[config.mk]
export PLATFORM = sky130hd
export DESIGN_NAME = host_link_interrupt_mask
export DESIGN_NICKNAME = d
export VERILOG_FILES = /design/src/design/host_link_irq_pkg.sv /design/src/design/host_link_interrupt_mask.sv
export SDC_FILE = /design/constraint.sdc
export NUM_CORES = 1
export LEC_CHECK = 0
export CAP_MARGIN = 20
export CORE_MARGIN = 2
export CORE_UTILIZATION = 45
export DETAILED_ROUTE_END_ITERATION = 8
export DONT_BUFFER_PORTS = 1
export GPL_ROUTABILITY_DRIVEN = 1
export PLACE_DENSITY_LB_ADDON = 0.12
export SYNTH_ARGS = -nofsm -noshare
export SYNTH_HDL_FRONTEND = slang
export SYNTH_SLANG_ARGS = --single-unit
[constraint.sdc]
create_clock -name clk_sys -period 4.6 [get_ports clk_sys]
set_input_delay 0.69 -clock clk_sys [delete_from_list [all_inputs] [get_ports clk_sys]]
set_output_delay 0.69 -clock clk_sys [all_outputs]
set_load 0.02 [all_outputs]
[src/design/host_link_irq_pkg.sv]
// Constants for the host link interrupt enable block.
// Assumes a byte-addressed register port with 8 address bits.
package host_link_irq_pkg;

	localparam int ADDR_W = 8;
	localparam int DATA_W = 32;
	localparam int STAT_W = 2;

	// Register byte offsets
	localparam logic [7:0] OFS_MASK_SET  = 8'h88;
	localparam logic [7:0] OFS_MASK_CLR  = 8'h8C;
	localparam logic [7:0] OFS_STAT      = 8'hF0;
	localparam logic [7:0] OFS_STAT_MASK = 8'hF4;

	// Mask register reset and implemented bits
	localparam logic [31:0] MASK_RESET    = 32'h0000_0000;
	localparam logic [31:0] MASK_WRITABLE = 32'hEFFF_83FF;
	localparam logic [31:0] ZERO_WORD     = 32'h0000_0000;

	// Special bit positions
	localparam int BIT_GLOBAL_GATE = 31;
	localparam int BIT_MAKER       = 30;
	localparam int BIT_SOFT        = 29;
	localparam int BIT_RSVD_HI     = 28;
	localparam int BIT_RSVD_LO_TOP = 14;
	localparam int BIT_RSVD_LO_BOT = 10;

	// Per-source enable positions
	localparam int BIT_LATE_ACK      = 27;
	localparam int BIT_PHY_REG       = 26;
	localparam int BIT_CYC_OVERRUN   = 25;
	localparam int BIT_FATAL         = 24;
	localparam int BIT_CYC_MISMATCH  = 23;
	localparam int BIT_CYC_MISSED    = 22;
	localparam int BIT_ROLLOVER      = 21;
	localparam int BIT_CYC_START     = 20;
	localparam int BIT_PHY_STATUS    = 19;
	localparam int BIT_REG_FAULT     = 18;
	localparam int BIT_LINK_REINIT   = 17;
	localparam int BIT_NODE_DONE     = 16;
	localparam int BIT_NODE_STICKY   = 15;
	localparam int BIT_ATOMIC_FAULT  = 9;
	localparam int BIT_BUF_WR_FAULT  = 8;
	localparam int BIT_TIMED_RX      = 7;
	localparam int BIT_TIMED_TX      = 6;
	localparam int BIT_REPLY_PKT     = 5;
	localparam int BIT_REQUEST_PKT   = 4;
	localparam int BIT_ASYNC_REPLY   = 3;
	localparam int BIT_ASYNC_REQUEST = 2;
	localparam int BIT_REPLY_DONE    = 1;
	localparam int BIT_REQUEST_DONE  = 0;

	// Source groups, together covering every enable below the gate
	localparam logic [31:0] GRP_MAKER   = 32'h4000_0000;
	localparam logic [31:0] GRP_SOFT    = 32'h2000_0000;
	localparam logic [31:0] GRP_ACK_PHY = 32'h0C00_0000;
	localparam logic [31:0] GRP_OVR_FTL = 32'h0300_0000;
	localparam logic [31:0] GRP_CYCLE   = 32'h00F0_0000;
	localparam logic [31:0] GRP_PHY_REG = 32'h000C_0000;
	localparam logic [31:0] GRP_NODE    = 32'h0003_8000;
	localparam logic [31:0] GRP_WR_FLT  = 32'h0000_0300;
	localparam logic [31:0] GRP_TIMED   = 32'h0000_00C0;
	localparam logic [31:0] GRP_PACKET  = 32'h0000_0030;
	localparam logic [31:0] GRP_ASYNC   = 32'h0000_000F;

	// Block status bits
	localparam int STAT_IRQ_RISE   = 0;
	localparam int STAT_BAD_ACCESS = 1;
	localparam logic [STAT_W-1:0] STAT_RESET = 2'h0;

endpackage
[src/design/host_link_interrupt_mask.sv]
// Interrupt enable mask with set/clear ports and the link interrupt output.
// Assumes event_in comes from the event register logic on clk_sys.
`timescale 1ns/1ps

module host_link_interrupt_mask
	import host_link_irq_pkg::*;
(
	input  wire logic              clk_sys,
	input  wire logic              rst,
	input  wire logic [31:0]       event_in,
	input  wire logic [ADDR_W-1:0] reg_addr,
	input  wire logic [DATA_W-1:0] reg_wdata,
	input  wire logic              reg_wr,
	input  wire logic              reg_rd,
	output logic      [DATA_W-1:0] reg_rdata,
	output logic                   link_irq,
	output logic                   ctl_irq
);

	// Offset decoder shared by read and write paths
	function automatic logic is_mapped(input logic [ADDR_W-1:0] a);
		is_mapped = (a == OFS_MASK_SET) || (a == OFS_MASK_CLR) ||
			(a == OFS_STAT) || (a == OFS_STAT_MASK);
	endfunction

	// Group hit: any event bit of the group meets its enable
	function automatic logic grp_hit(
		input logic [31:0] ev,
		input logic [31:0] en,
		input logic [31:0] grp
	);
		grp_hit = |(ev & en & grp);
	endfunction

	// State
	logic [31:0]       mask;
	logic [STAT_W-1:0] status;
	logic [STAT_W-1:0] stat_mask;

	// Next values
	logic [31:0]       next_mask;
	logic [STAT_W-1:0] next_status;
	logic [STAT_W-1:0] next_stat_mask;
	logic [DATA_W-1:0] next_rdata;
	logic              next_link_irq;
	logic              next_ctl_irq;

	// Decode
	logic              hit_set;
	logic              hit_clr;
	logic              hit_stat;
	logic              hit_stat_mask;
	logic              rd_mask;
	logic [31:0]       set_bits;
	logic [31:0]       clr_bits;
	logic [STAT_W-1:0] stat_clr_bits;
	logic [STAT_W-1:0] stat_events;
	logic [DATA_W-1:0] rd_value;

	// Named enables
	logic global_irq_gate;
	logic maker_defined_source_en;
	logic software_raised_source_en;
	logic late_ack_en;
	logic phy_register_arrived_en;
	logic cycle_overrun_en;
	logic fatal_fault_en;
	logic cycle_mismatch_en;
	logic missed_cycle_en;
	logic sixty_four_second_rollover_en;
	logic cycle_start_en;
	logic phy_status_en;
	logic register_access_fault_en;
	logic link_reinit_en;
	logic node_identify_done_en;
	logic node_identify_done_sticky_en;
	logic atomic_reply_fault_en;
	logic buffered_write_fault_en;
	logic timed_receive_dma_en;
	logic timed_transmit_dma_en;
	logic reply_packet_arrived_en;
	logic request_packet_arrived_en;
	logic async_reply_receive_dma_en;
	logic async_request_receive_dma_en;
	logic reply_send_done_en;
	logic request_send_done_en;

	// Group hits
	logic hit_maker;
	logic hit_soft;
	logic hit_ack_phy;
	logic hit_ovr_ftl;
	logic hit_cycle;
	logic hit_phy_reg;
	logic hit_node;
	logic hit_wr_flt;
	logic hit_timed;
	logic hit_packet;
	logic hit_async;
	logic any_hit;

	// Register port decode
	assign hit_set       = reg_wr && (reg_addr == OFS_MASK_SET);
	assign hit_clr       = reg_wr && (reg_addr == OFS_MASK_CLR);
	assign hit_stat      = reg_wr && (reg_addr == OFS_STAT);
	assign hit_stat_mask = reg_wr && (reg_addr == OFS_STAT_MASK);
	assign rd_mask       = (reg_addr == OFS_MASK_SET) ||
		(reg_addr == OFS_MASK_CLR);

	// Mask update: ones set or clear, reserved bits stay zero
	assign set_bits  = reg_wdata & {32{hit_set}};
	assign clr_bits  = reg_wdata & {32{hit_clr}};
	assign next_mask = ((mask | set_bits) & ~clr_bits) &
		MASK_WRITABLE;

	// Named views of the mask
	assign global_irq_gate               = mask[BIT_GLOBAL_GATE];
	assign maker_defined_source_en       = mask[BIT_MAKER];
	assign software_raised_source_en     = mask[BIT_SOFT];
	assign late_ack_en                   = mask[BIT_LATE_ACK];
	assign phy_register_arrived_en       = mask[BIT_PHY_REG];
	assign cycle_overrun_en              = mask[BIT_CYC_OVERRUN];
	assign fatal_fault_en                = mask[BIT_FATAL];
	assign cycle_mismatch_en             = mask[BIT_CYC_MISMATCH];
	assign missed_cycle_en               = mask[BIT_CYC_MISSED];
	assign sixty_four_second_rollover_en = mask[BIT_ROLLOVER];
	assign cycle_start_en                = mask[BIT_CYC_START];
	assign phy_status_en                 = mask[BIT_PHY_STATUS];
	assign register_access_fault_en      = mask[BIT_REG_FAULT];
	assign link_reinit_en                = mask[BIT_LINK_REINIT];
	assign node_identify_done_en         = mask[BIT_NODE_DONE];
	assign node_identify_done_sticky_en  = mask[BIT_NODE_STICKY];
	assign atomic_reply_fault_en         = mask[BIT_ATOMIC_FAULT];
	assign buffered_write_fault_en       = mask[BIT_BUF_WR_FAULT];
	assign timed_receive_dma_en          = mask[BIT_TIMED_RX];
	assign timed_transmit_dma_en         = mask[BIT_TIMED_TX];
	assign reply_packet_arrived_en       = mask[BIT_REPLY_PKT];
	assign request_packet_arrived_en     = mask[BIT_REQUEST_PKT];
	assign async_reply_receive_dma_en    = mask[BIT_ASYNC_REPLY];
	assign async_request_receive_dma_en  = mask[BIT_ASYNC_REQUEST];
	assign reply_send_done_en            = mask[BIT_REPLY_DONE];
	assign request_send_done_en          = mask[BIT_REQUEST_DONE];

	// Per-group gating, each enable on its own event position
	assign hit_maker   = maker_defined_source_en &&
		event_in[BIT_MAKER];
	assign hit_soft    = software_raised_source_en &&
		event_in[BIT_SOFT];
	assign hit_ack_phy = grp_hit(event_in, mask, GRP_ACK_PHY);
	assign hit_ovr_ftl = grp_hit(event_in, mask, GRP_OVR_FTL);
	assign hit_cycle   = grp_hit(event_in, mask, GRP_CYCLE);
	assign hit_phy_reg = grp_hit(event_in, mask, GRP_PHY_REG);
	assign hit_node    = grp_hit(event_in, mask, GRP_NODE);
	assign hit_wr_flt  = grp_hit(event_in, mask, GRP_WR_FLT);
	assign hit_timed   = grp_hit(event_in, mask, GRP_TIMED);
	assign hit_packet  = grp_hit(event_in, mask, GRP_PACKET);
	assign hit_async   = grp_hit(event_in, mask, GRP_ASYNC);

	// Any source, then the global gate
	assign any_hit = hit_maker || hit_soft || hit_ack_phy ||
		hit_ovr_ftl || hit_cycle || hit_phy_reg || hit_node ||
		hit_wr_flt || hit_timed || hit_packet || hit_async;
	assign next_link_irq = global_irq_gate && any_hit;

	// Block status: rising link interrupt and unmapped access
	assign stat_events[STAT_IRQ_RISE]   = next_link_irq && !link_irq;
	assign stat_events[STAT_BAD_ACCESS] = (reg_wr || reg_rd) &&
		!is_mapped(reg_addr);
	assign stat_clr_bits  = reg_wdata[STAT_W-1:0] & {STAT_W{hit_stat}};
	assign next_status    = (status & ~stat_clr_bits) | stat_events;
	assign next_stat_mask = hit_stat_mask ? reg_wdata[STAT_W-1:0] :
		stat_mask;
	assign next_ctl_irq   = |(next_status & next_stat_mask);

	// Read selection, unmapped reads give zero
	assign rd_value =
		rd_mask ? mask :
		(reg_addr == OFS_STAT) ?
			{{(DATA_W-STAT_W){1'b0}}, status} :
		(reg_addr == OFS_STAT_MASK) ?
			{{(DATA_W-STAT_W){1'b0}}, stat_mask} :
		ZERO_WORD;
	assign next_rdata = reg_rd ? rd_value : ZERO_WORD;

	// Mask register
	always_ff @(posedge clk_sys or posedge rst) begin
		if (rst) begin
			mask <= MASK_RESET;
		end else begin
			mask <= next_mask;
		end
	end

	// Status and status mask
	always_ff @(posedge clk_sys or posedge rst) begin
		if (rst) begin
			status    <= STAT_RESET;
			stat_mask <= STAT_RESET;
		end else begin
			status    <= next_status;
			stat_mask <= next_stat_mask;
		end
	end

	// Outputs from flip-flops
	always_ff @(posedge clk_sys or posedge rst) begin
		if (rst) begin
			reg_rdata <= ZERO_WORD;
			link_irq  <= 1'b0;
			ctl_irq   <= 1'b0;
		end else begin
			reg_rdata <= next_rdata;
			link_irq  <= next_link_irq;
			ctl_irq   <= next_ctl_irq;
		end
	end
endmodule

* Word-level counts from Yosys, hierarchy flattened *
Cells that the tools add are included.

word-level totals
  register bits after elaboration = 64
  bits of input ports = 76
  output and inout bits = 34
  logic and storage cells = 61

cells by class
  equal/unequal tests = 4
  muxes and demuxes = 5
  bitwise gates (word level) = 11
  reductions and logical operators = 35

operator list
  operator                              count
  32-bit bitwise AND                    3
  32-bit 2-to-1 mux                     2
  8-bit == test, second input constant  4
  32-bit NOT                            1
  32-bit bitwise OR                     1
  28-bit bitwise AND                    1
  1-bit logical OR                      14
  2-bit OR reduction                    7
  1-bit logical AND                     9
  4-bit OR reduction                    2
  2-bit bitwise AND                     3
  2-bit 2-to-1 mux                      3
  3-bit OR reduction                    1
  1-bit logical NOT                     2
  2-bit NOT                             1
  2-bit bitwise OR                      1

* Depth between registers and ports, before layout *
Gate-level depths: netlist of the first run.

  depth after elaboration = 16
  mapped depth = 7
  gate-level depth less buffers = 5

* Least setup slack after synthesis of the first run *
OpenSTA, ideal clock, no wires.

  kind = input port to flip-flop
  start point = input reg_addr[1]
  end point = register mask[15]
  setup time = 0.125 ns
  data arrival time = 2.132 ns
  path slack = 2.343 ns
  cell stages on the path = 7
  path buffers = 2
  cells stage by stage = or3b_4 > nor3_4 > and2_1 > buf_6 > buf_8 > nand2_1 > mux2_4

between the ends
  cells in the longest elaborated chain, start to end = 5

ends and longest elaborated chain
  element                                          RTL line                                                          RTL
  start: declaration                               host_link_interrupt_mask.sv:11                                    input wire logic [ADDR_W-1:0] reg_addr,
  8-bit == test, on equally long branches          host_link_interrupt_mask.sv:103, host_link_interrupt_mask.sv:104
  1-bit logical AND, on equally long branches      host_link_interrupt_mask.sv:103, host_link_interrupt_mask.sv:104
  32-bit bitwise AND, on equally long branches     host_link_interrupt_mask.sv:111, host_link_interrupt_mask.sv:112
  32-bit bitwise OR or 32-bit NOT (tied branches)  host_link_interrupt_mask.sv:113                                   assign next_mask = ((mask | set_bits) & ~clr_bits) &
  32-bit bitwise AND *                             host_link_interrupt_mask.sv:113
  named net next_mask[15]                          host_link_interrupt_mask.sv:41                                    logic [31:0] next_mask;
  end signal: assignment                           host_link_interrupt_mask.sv:190                                   mask <= next_mask;
  end: declaration                                 host_link_interrupt_mask.sv:36                                    logic [31:0] mask;

Mark *: on every way through the listed nets, which the timed path passes. The rest lies on a longest branch.

* Final worst setup path of the first run *
  start point = input reg_addr[1]
  end point = register mask[16]

Same word-level chain as after synthesis.

==> metrics list, run 1 <==
- Status: finished, final reports clean
* Worst r2r src: mask[25]$_DFF_PP0_
* Fraction of the cycle the final worst path needs: 0.5895
* Cell count after placement: 262
* Vias post-DR: 1547
- STA classifies the critical path startpoint as an input pin.
- Initial Util: 0.4609
- Crit path largest cell delay: 0.82 ns
- Leading cell type in the layout, fill and taps excluded: sky130_fd_sc_hd__dfrtp_1
* Core area: 0.005473 mm^2
- The via count of the first global-routing pass was 1655.
- Post-CTS repair timing setup buffer count: 0
- Pwr Total: 1.018 mW
- The hold violation count in the final report is 0.
- Once detailed placement completed, the half-perimeter wirelength came to 3764 um.
- The count of pins over their slew limit was 0.
- Area taken by flip-flops and latches: 0.001451 mm^2
* Synthesized flop and latch total: 58
* Synth cell types: 33
- Data arrives at the worst endpoint at 2.92 ns.
- Total CTS buffers: 9
* Buffers from clock root to sink, at most: 2
* Peak supply drop: 0.1928 mV
* Setup slack on the worst flop-to-flop path: 2.63 ns
* Setup skew after layout: 0.007281 ns
- Buffers on Ports: 0
- Routability-driven placement finished with a final weighted congestion of 0.8793.
* Total Negative Setup Slacks: 0 ns
* Die X-Extent: 78.87 um
* Number of antenna violations at the first check in global routing: 0
- Crit-path slowest cell: sky130_fd_sc_hd__and2_1
- During I/O placement, the number of pins put on the boundary was 110.
- For the worst-skew pair, the clock arrives at the later sink with an insertion delay of 0.32 ns.
* Setup repair after global routing missed its margin: false
* Critical Path End Type: flip-flop
* Clock sink count: 58
- The area growth from synthesis to layout is 7.837%.
- All-Layer GR Usage: 0.1816
* Total number of placement rows: 27
- Cell internal power was estimated by the tool at 0.7875 mW.
* Critical path, cell by cell: or3b_4, nor3_4, buf_4, and2_1, nand2_1, mux2_4
- Data required time at the worst endpoint: 4.81 ns
- Class of the most critical hold timing path: input pin to asynchronous set/reset pin
* Count of fill cells added during filler insertion: 516
* DR DRC count: 0
- Of the total power, combinational logic draws 0.055.
- Die Span Y: 78.87 um
* Netlist Area Pre-Place: 0.002522 mm^2
* Drt initial violations: 73
- Across the run, the number of max-cap violations was 0.
- Derived from the worst setup path, the maximum achievable clock frequency is 0.3688 GHz.
- Of the total power, registers draw 0.526.
* Reg-to-Reg End: status[0]$_DFF_PP0_
* Crit Path Class: input pin to flip-flop
- Number of cells on the worst reg-to-reg path: 5
* Yosys warnings: 0
* Maximum net fanout on the critical path: 27
- In this run the remaining antenna-violating nets after routing total 0.
* Average cell area after synthesis: 12.74 um^2
- The die covers 0.006220 mm^2.
- Of the total power, the share spent switching nets is 0.2266.
- Together, buffers and inverters on the worst path number 1.
- Worst Hold Slack: 0.2702 ns
* Cells resized by post-CTS repair: 0
- Clock transition time at the flip-flop clock pins of the worst setup and hold paths: 0.07 ns
* Syn Inst Count: 198
- Global-route wire length before repair: 8383 um
* Average detailed-routed wire length per instance: 19.85 um
- TritonCTS built the clock tree.
* Worst slew pin tran: 0.9817 ns
- In the layout the commonest cells are sky130_fd_sc_hd__dfrtp_1, sky130_fd_sc_hd__nand2_1, sky130_fd_sc_hd__and3_1.
* Maximum level of the CTS H-tree: 3
* Count of endpoints failing setup in the final report: 0
* Count of inserted antenna diode cells: 0
* Final #Nets: 277
* Portion of the post-synthesis area used by sequential elements: 0.5754
- Layout cells sized above 1: 0.2282
- Summing all multi-input logic gate instances after layout gives 954.7 um^2.
* Wire length after detailed routing: 5517 um
* Net Sw Power: 0.2307 mW
- Util after Layout: 0.4970
- Average vias per placed instance: 5.565
- Crit-path leading delay family: simple AND/OR/NAND/NOR gates
* Share of total power in the clock network: 0.419
* Number of hold buffers added after CTS: 0
* Static leakage power: 1.438 nW
- Pin count of the biggest net entering global routing: 37
- Headroom to the max-slew limit: 0.3455
* Clock root buffer: sky130_fd_sc_hd__clkbuf_8
- Final cell count without fillers: 278
- For this design the ratio of total power to cell area is 374.3 mW/mm^2.
* Minimum clock period after layout: 2.712 ns
- Remaining global-route overflow: 0
- For this run, the detailed router's first-pass iteration total came to 4.
[flip-flops by register name (all words and copies together) (netlist names)]
signal     cells
mask          26
reg_rdata     26
stat_mask      2
status         2
ctl_irq        1
link_irq       1
[metrics by stage]
stage / setup WS [ns] / instance area, um^2
5_1_grt: 1.723 / 2720
6_report: 1.888 / 2720
3_5_place_dp: 1.499 / 2537
2_1_floorplan: 2.343 / 2541
3_3_place_gp: 1.552 / 2537
4_1_cts: 1.850 / 2720
[worst reg2reg max path, cell delays in order, from the launching register on]
cell and delay [ns]:
sky130_fd_sc_hd__dfrtp_1 0.41, sky130_fd_sc_hd__a22o_1 0.25, sky130_fd_sc_hd__a221oi_1 0.39, sky130_fd_sc_hd__nand4_1 0.20, sky130_fd_sc_hd__o21ai_0 0.46, sky130_fd_sc_hd__o21ai_0 0.14
[cells in the mapped netlist]
library cell	instances	share of area
sky130_fd_sc_hd__a221oi_1	4	0.014
sky130_fd_sc_hd__a222oi_1	1	0.0040
sky130_fd_sc_hd__a22o_1	4	0.014
sky130_fd_sc_hd__a22oi_1	5	0.015
sky130_fd_sc_hd__a41o_1	1	0.0040
sky130_fd_sc_hd__and2_1	1	0.0025
sky130_fd_sc_hd__and3_1	24	0.060
sky130_fd_sc_hd__buf_4	6	0.018
sky130_fd_sc_hd__buf_6	1	0.0045
sky130_fd_sc_hd__buf_8	2	0.012
sky130_fd_sc_hd__clkbuf_1	6	0.0089
sky130_fd_sc_hd__conb_1	1	0.0015
sky130_fd_sc_hd__dfrtp_1	58	0.58
sky130_fd_sc_hd__inv_1	7	0.010
sky130_fd_sc_hd__mux2_2	7	0.031
sky130_fd_sc_hd__mux2_4	20	0.12
sky130_fd_sc_hd__mux2i_1	2	0.0079
sky130_fd_sc_hd__nand2_1	29	0.043
sky130_fd_sc_hd__nand2b_1	1	0.0025
sky130_fd_sc_hd__nand3b_1	1	0.0030
sky130_fd_sc_hd__nand4_1	2	0.0050
sky130_fd_sc_hd__nand4b_1	1	0.0035
sky130_fd_sc_hd__nor2_1	1	0.0015
sky130_fd_sc_hd__nor2b_1	2	0.0050
sky130_fd_sc_hd__nor3_1	1	0.0020
sky130_fd_sc_hd__nor3_4	1	0.0065
sky130_fd_sc_hd__o21ai_0	3	0.0060
sky130_fd_sc_hd__o22a_1	1	0.0035
sky130_fd_sc_hd__o2bb2ai_1	1	0.0035
sky130_fd_sc_hd__o31ai_1	1	0.0030
sky130_fd_sc_hd__o32a_1	1	0.0040
sky130_fd_sc_hd__or2_2	1	0.0025
sky130_fd_sc_hd__or3b_4	1	0.0045
[area by class of cell]
class / count / area share
Inverter: 7 / 0.009660
Timing Repair Buffer: 2 / 0.005520
Clock inverter: 2 / 0.003680
Tap cell: 72 / 0.03312
Sequential cell: 58 / 0.5336
Multi-Input combinational cell: 123 / 0.3510
Clock buffer: 14 / 0.06348
[how the worst max path moves through the flow]
| stage | start | endpoint | slack [ns] | cells past startpoint |
|---|---|---|---|---|
| 5_1_grt | reg_addr[1] | mask[26]$_DFF_PP0_ | 1.72 | 6 |
| 3_5_place_dp | reg_addr[1] | mask[16]$_DFF_PP0_ | 1.50 | 6 |
| 6_report | reg_addr[1] | mask[16]$_DFF_PP0_ | 1.89 | 6 |
| 4_1_cts | reg_addr[1] | mask[16]$_DFF_PP0_ | 1.85 | 6 |
| 3_3_place_gp | reg_addr[1] | mask[30]$_DFF_PP0_ | 1.55 | 6 |
| 2_1_floorplan | reg_addr[1] | mask[15]$_DFF_PP0_ | 2.34 | 7 |
[layer usage]
metal  vias up  GRT usage  wire length, um  part of all wire
li1        692          -                -                 -
met1       775     0.2335             2338              0.42
met2        72     0.2795             2677              0.49
met3         8    0.06023              417             0.076
met4         0    0.08276               84             0.015
met5         -          0                0                 0
[power by group through the flow]
| stage | registers, mW | clock network (mW) | logic, mW |
|---|---|---|---|
| after floorplan | 0.541 | 0 | 0.0524 |
| after global placement | 0.544 | 0 | 0.0561 |
| after detailed placement | 0.545 | 0 | 0.0573 |
| after CTS | 0.536 | 0.438 | 0.0576 |
| after global routing | 0.538 | 0.461 | 0.0628 |
| final | 0.536 | 0.426 | 0.0561 |
[kinds of logic (layout without fill, tap and decap cells)]
logic type / after synthesis / count (layout) / share of synthesized area
simple gates: 66 / 66 / 0.1409
compound gates: 22 / 22 / 0.07044
buf+inv: 22 / 25 / 0.05357
flops: 58 / 58 / 0.5754
other cells: 1 / 6 / 0.001487
mux: 29 / 29 / 0.1582
Note: power is estimated with default switching activity, not from simulation.
==> run 2, diff against run 1 <==
clock period = 2.45 ns   (was 4.6 ns; I/O delays follow)
==> run 2 against run 1 <==
  * Final cell count rose by 1.1%
  * Sequential share of layout area fell by 0.73 points
  * Hold slack got worse by 0.089 ns
  * Via count fell by 0.65%
  * Worst setup slack got worse by 1.3 ns
  * Register-to-register slack got worse by 2.1 ns
  * Highest routed layer unchanged
  * Global-route usage barely moved
  * Largest power group unchanged
  * First-iteration DRC count fell by 26%
  * Combinational power rose by 93%
  * Sequential cell count did not move
  * Clock skew fell by 0.0011 ns
  * Final area rose by 1.4%
==> metrics list, run 2 (synthesis results as in run 1) <==
- Count of endpoints failing setup in the final report: 0 (unchanged)
- The number of detailed-routing iterations run before antenna repair was 4 (unchanged).
* Fmax: 0.5333 GHz
- The post-CTS setup repair buffer count was 0 (unchanged).
- Final std cell area, no fill: 0.002758 mm^2 (+1.4%)
* Worst EP arrival: 2.06 ns (-0.86 ns)
* Most frequent cells in the layout: sky130_fd_sc_hd__dfrtp_1, sky130_fd_sc_hd__nand2_1, sky130_fd_sc_hd__and3_1
* Maximum net fanout on the critical path: 3 (-89%)
- Minimum clock period after layout: 1.875 ns
- Largest registers: mask x26, reg_rdata x26
* Number of antenna violations at the first check in global routing: 0 (unchanged)
- The deepest level of the CTS H-tree is 3 (unchanged).
* Fraction of the cycle the final worst path needs: 0.7653
- Buffers on Ports: 0 (unchanged)
- Clock root buffer: sky130_fd_sc_hd__clkbuf_8
- The required time of the critical path came to 2.64 ns (-2.17 ns).
- The final net count is 280 (+1.1%).
- The part of the power in combinational logic came to 0.057 (+0.002).
- The post-detailed-placement half-perimeter wirelength came to 3803 um (+1.0%).
- The net switching power figure is 0.4231 mW (+83%).
* Clk Latency, worst-skew pair: 0.32 ns (about the same)
* Crit Path Class: flip-flop to flip-flop
- Util after Layout: 0.5039 (+0.006859)
- Count of inserted antenna diode cells: 0 (unchanged)
- The core outline area is 0.005473 mm^2 (unchanged).
- The total length of routed wires came to 5335 um (-3.3%).
* Max-capacitance violation count: 0 (unchanged)
- Critical Path End Type: flip-flop
* Die Span Y: 78.87 um (unchanged)
- Total CTS buffers: 9 (unchanged)
- The number of DRC markers in iteration 0 is 54 (-26%).
- The DRC violation count after routing is 0 (unchanged).
- The cell that appears most often on the critical path is sky130_fd_sc_hd__o21ai_0.
- The internal power component was 1.482 mW (+88%).
- The maximum ir drop on the vdd rail was 0.3162 mV (+64%).
- The overall routing resource usage is 0.1819 (+0.0003792).
- The average wire per cell in the routed design was 18.99 um (-4.3%).
- The path class of the tightest hold or removal check is input pin to flip-flop.
* Share of total power in the clock network: 0.415 (-0.004)
- Leading cell type in the layout, fill and taps excluded: sky130_fd_sc_hd__dfrtp_1
- The wire length of the first global-routing pass came to 8376 um (about the same).
* Clock transition time at the flip-flop clock pins of the worst setup and hold paths: 0.06 ns (about the same)
- The slew at the pin closest to its max-slew limit was 0.8583 ns (-0.1234 ns).
- The top-level port count is 110 (unchanged).
- The clock tree skew after final layout is 0.006140 ns (-0.001141 ns).
- Status: finished, final reports clean
- Sequential share of power: 0.528 (+0.002)
* Crit-path leading delay family: compound AO/OA/AOI/OAI gates
- Total Negative Setup Slacks: 0 ns (unchanged)
- The largest individual stage delay along the critical path comes from the cell sky130_fd_sc_hd__dfrtp_1.
- The site row count is 27 (unchanged).
- Vias post-DR: 1537 (-0.65%)
- The overall die area is 0.006220 mm^2 (unchanged).
* Placed Area: 0.002565 mm^2 (+1.1%)
- Number of hold buffers added after CTS: 1 (+1)
- TritonCTS built the clock tree.
- The buffer and inverter count on the worst path is 0 (-1).
- The pin count of the biggest net entering global routing came to 37 (unchanged).
- The fraction of layout cells with a size suffix above 1 came to 0.2344 (+0.006294).
- The biggest cell delay along the critical path is 0.42 ns (-0.40 ns).
- Via count of the first global-routing pass: 1606 (-3.0%)
* Setup repair after global routing missed its margin: false
- Remaining global-route overflow: 0 (unchanged)
- The number of sinks handled by clock tree synthesis came to 58 (unchanged).
- Traced cell by cell, the critical path runs through a22o_1, a221oi_1, nand4_1, o21ai_0, o21ai_0.
- The maximum root-to-sink buffer count came to 2 (unchanged).
- The switching power share of the total was 0.2221 (-0.004498).
* Cells resized by post-CTS repair: 0 (unchanged)
- Routability congestion estimate from global placement: 0.8513 (-3.2%)
- Area grow syn2layout: 9.325%
* Die X-Extent: 78.87 um (unchanged)
* Average vias per placed instance: 5.470 (-1.7%)
- The starting density of the core came to 0.4609 (unchanged).
* Static leakage power: 1.458 nW (+1.4%)
* Total power density per cell area: 690.8 mW/mm^2 (+85%)
- The remaining max-slew budget at the tightest pin came to 0.4271 (+0.08162).
- Max-slew violation total from the final report: 0 (unchanged)
* Residual antenna-violating net count after detailed routing: 0 (unchanged)
- CP startpoint kind: flip-flop
- Final hold violation count: 0 (unchanged)
==> run 2: changes by cell type in the layout (fill, tap and decap cells not counted) <==
cell	change
sky130_fd_sc_hd__buf_12	+1
sky130_fd_sc_hd__dlygate4sd3_1	+1
sky130_fd_sc_hd__buf_4	+1
==> run 2: cell type report <==
class / count / area [um^2]
sequential: 58 / 1451
timing repair buffer: 5 / 52.55
fill: 499 / 2715
multi-input combinational: 123 / 954.7
clock inverter: 2 / 10.01
clock buffer: 14 / 172.7
tap: 72 / 90.09
inverter: 7 / 26.28
==> run 2: through the flow <==
step,total power [mW],hold WS (ns),cells,setup slack (ns)
after floorplan,1.114,0.4656,203,0.5152
after global placement,1.130,0.2996,264,0.5374
after detailed placement,1.134,0.3108,264,0.5071
after CTS,1.931,0.1674,281,0.4880
after global routing,1.987,0.1769,281,0.3123
final,1.905,0.1814,281,0.5750
==> run 2: final timing paths <==
path / end / start / slack [ns] / cells past startpoint
setup / recovery: status[0]$_DFF_PP0_ / mask[25]$_DFF_PP0_ / 0.57 / 5
setup reg to reg: status[0]$_DFF_PP0_ / mask[25]$_DFF_PP0_ / 0.57 / 5
min in group asynchronous: reg_rdata[4]$_DFF_PP0_ / rst / 0.52 / 2
hold / removal: reg_rdata[1]$_DFF_PP0_ / reg_rd / 0.18 / 1
max in group asynchronous: mask[9]$_DFF_PP0_ / rst / 1.38 / 3
hold reg to reg: stat_mask[1]$_DFF_PP0_ / stat_mask[1]$_DFF_PP0_ / 0.51 / 2
==> run 2: power groups by stage <==
| stage | combinational, mW | clock [mW] | sequential, mW |
|---|---|---|---|
| 4_1_cts | 0.112 | 0.813 | 1.01 |
| 3_3_place_gp | 0.108 | 0 | 1.02 |
| 5_1_grt | 0.122 | 0.855 | 1.01 |
| 2_1_floorplan | 0.0984 | 0 | 1.02 |
| 6_report | 0.108 | 0.790 | 1.01 |
| 3_5_place_dp | 0.111 | 0 | 1.02 |
==> run 2: per-layer routing <==
layer	track usage	routed length [um]	up-vias
met5	0	0	-
met4	0.08276	82	0
met3	0.05341	329	9
met2	0.2795	2555	57
met1	0.2393	2368	771
li1	-	-	700
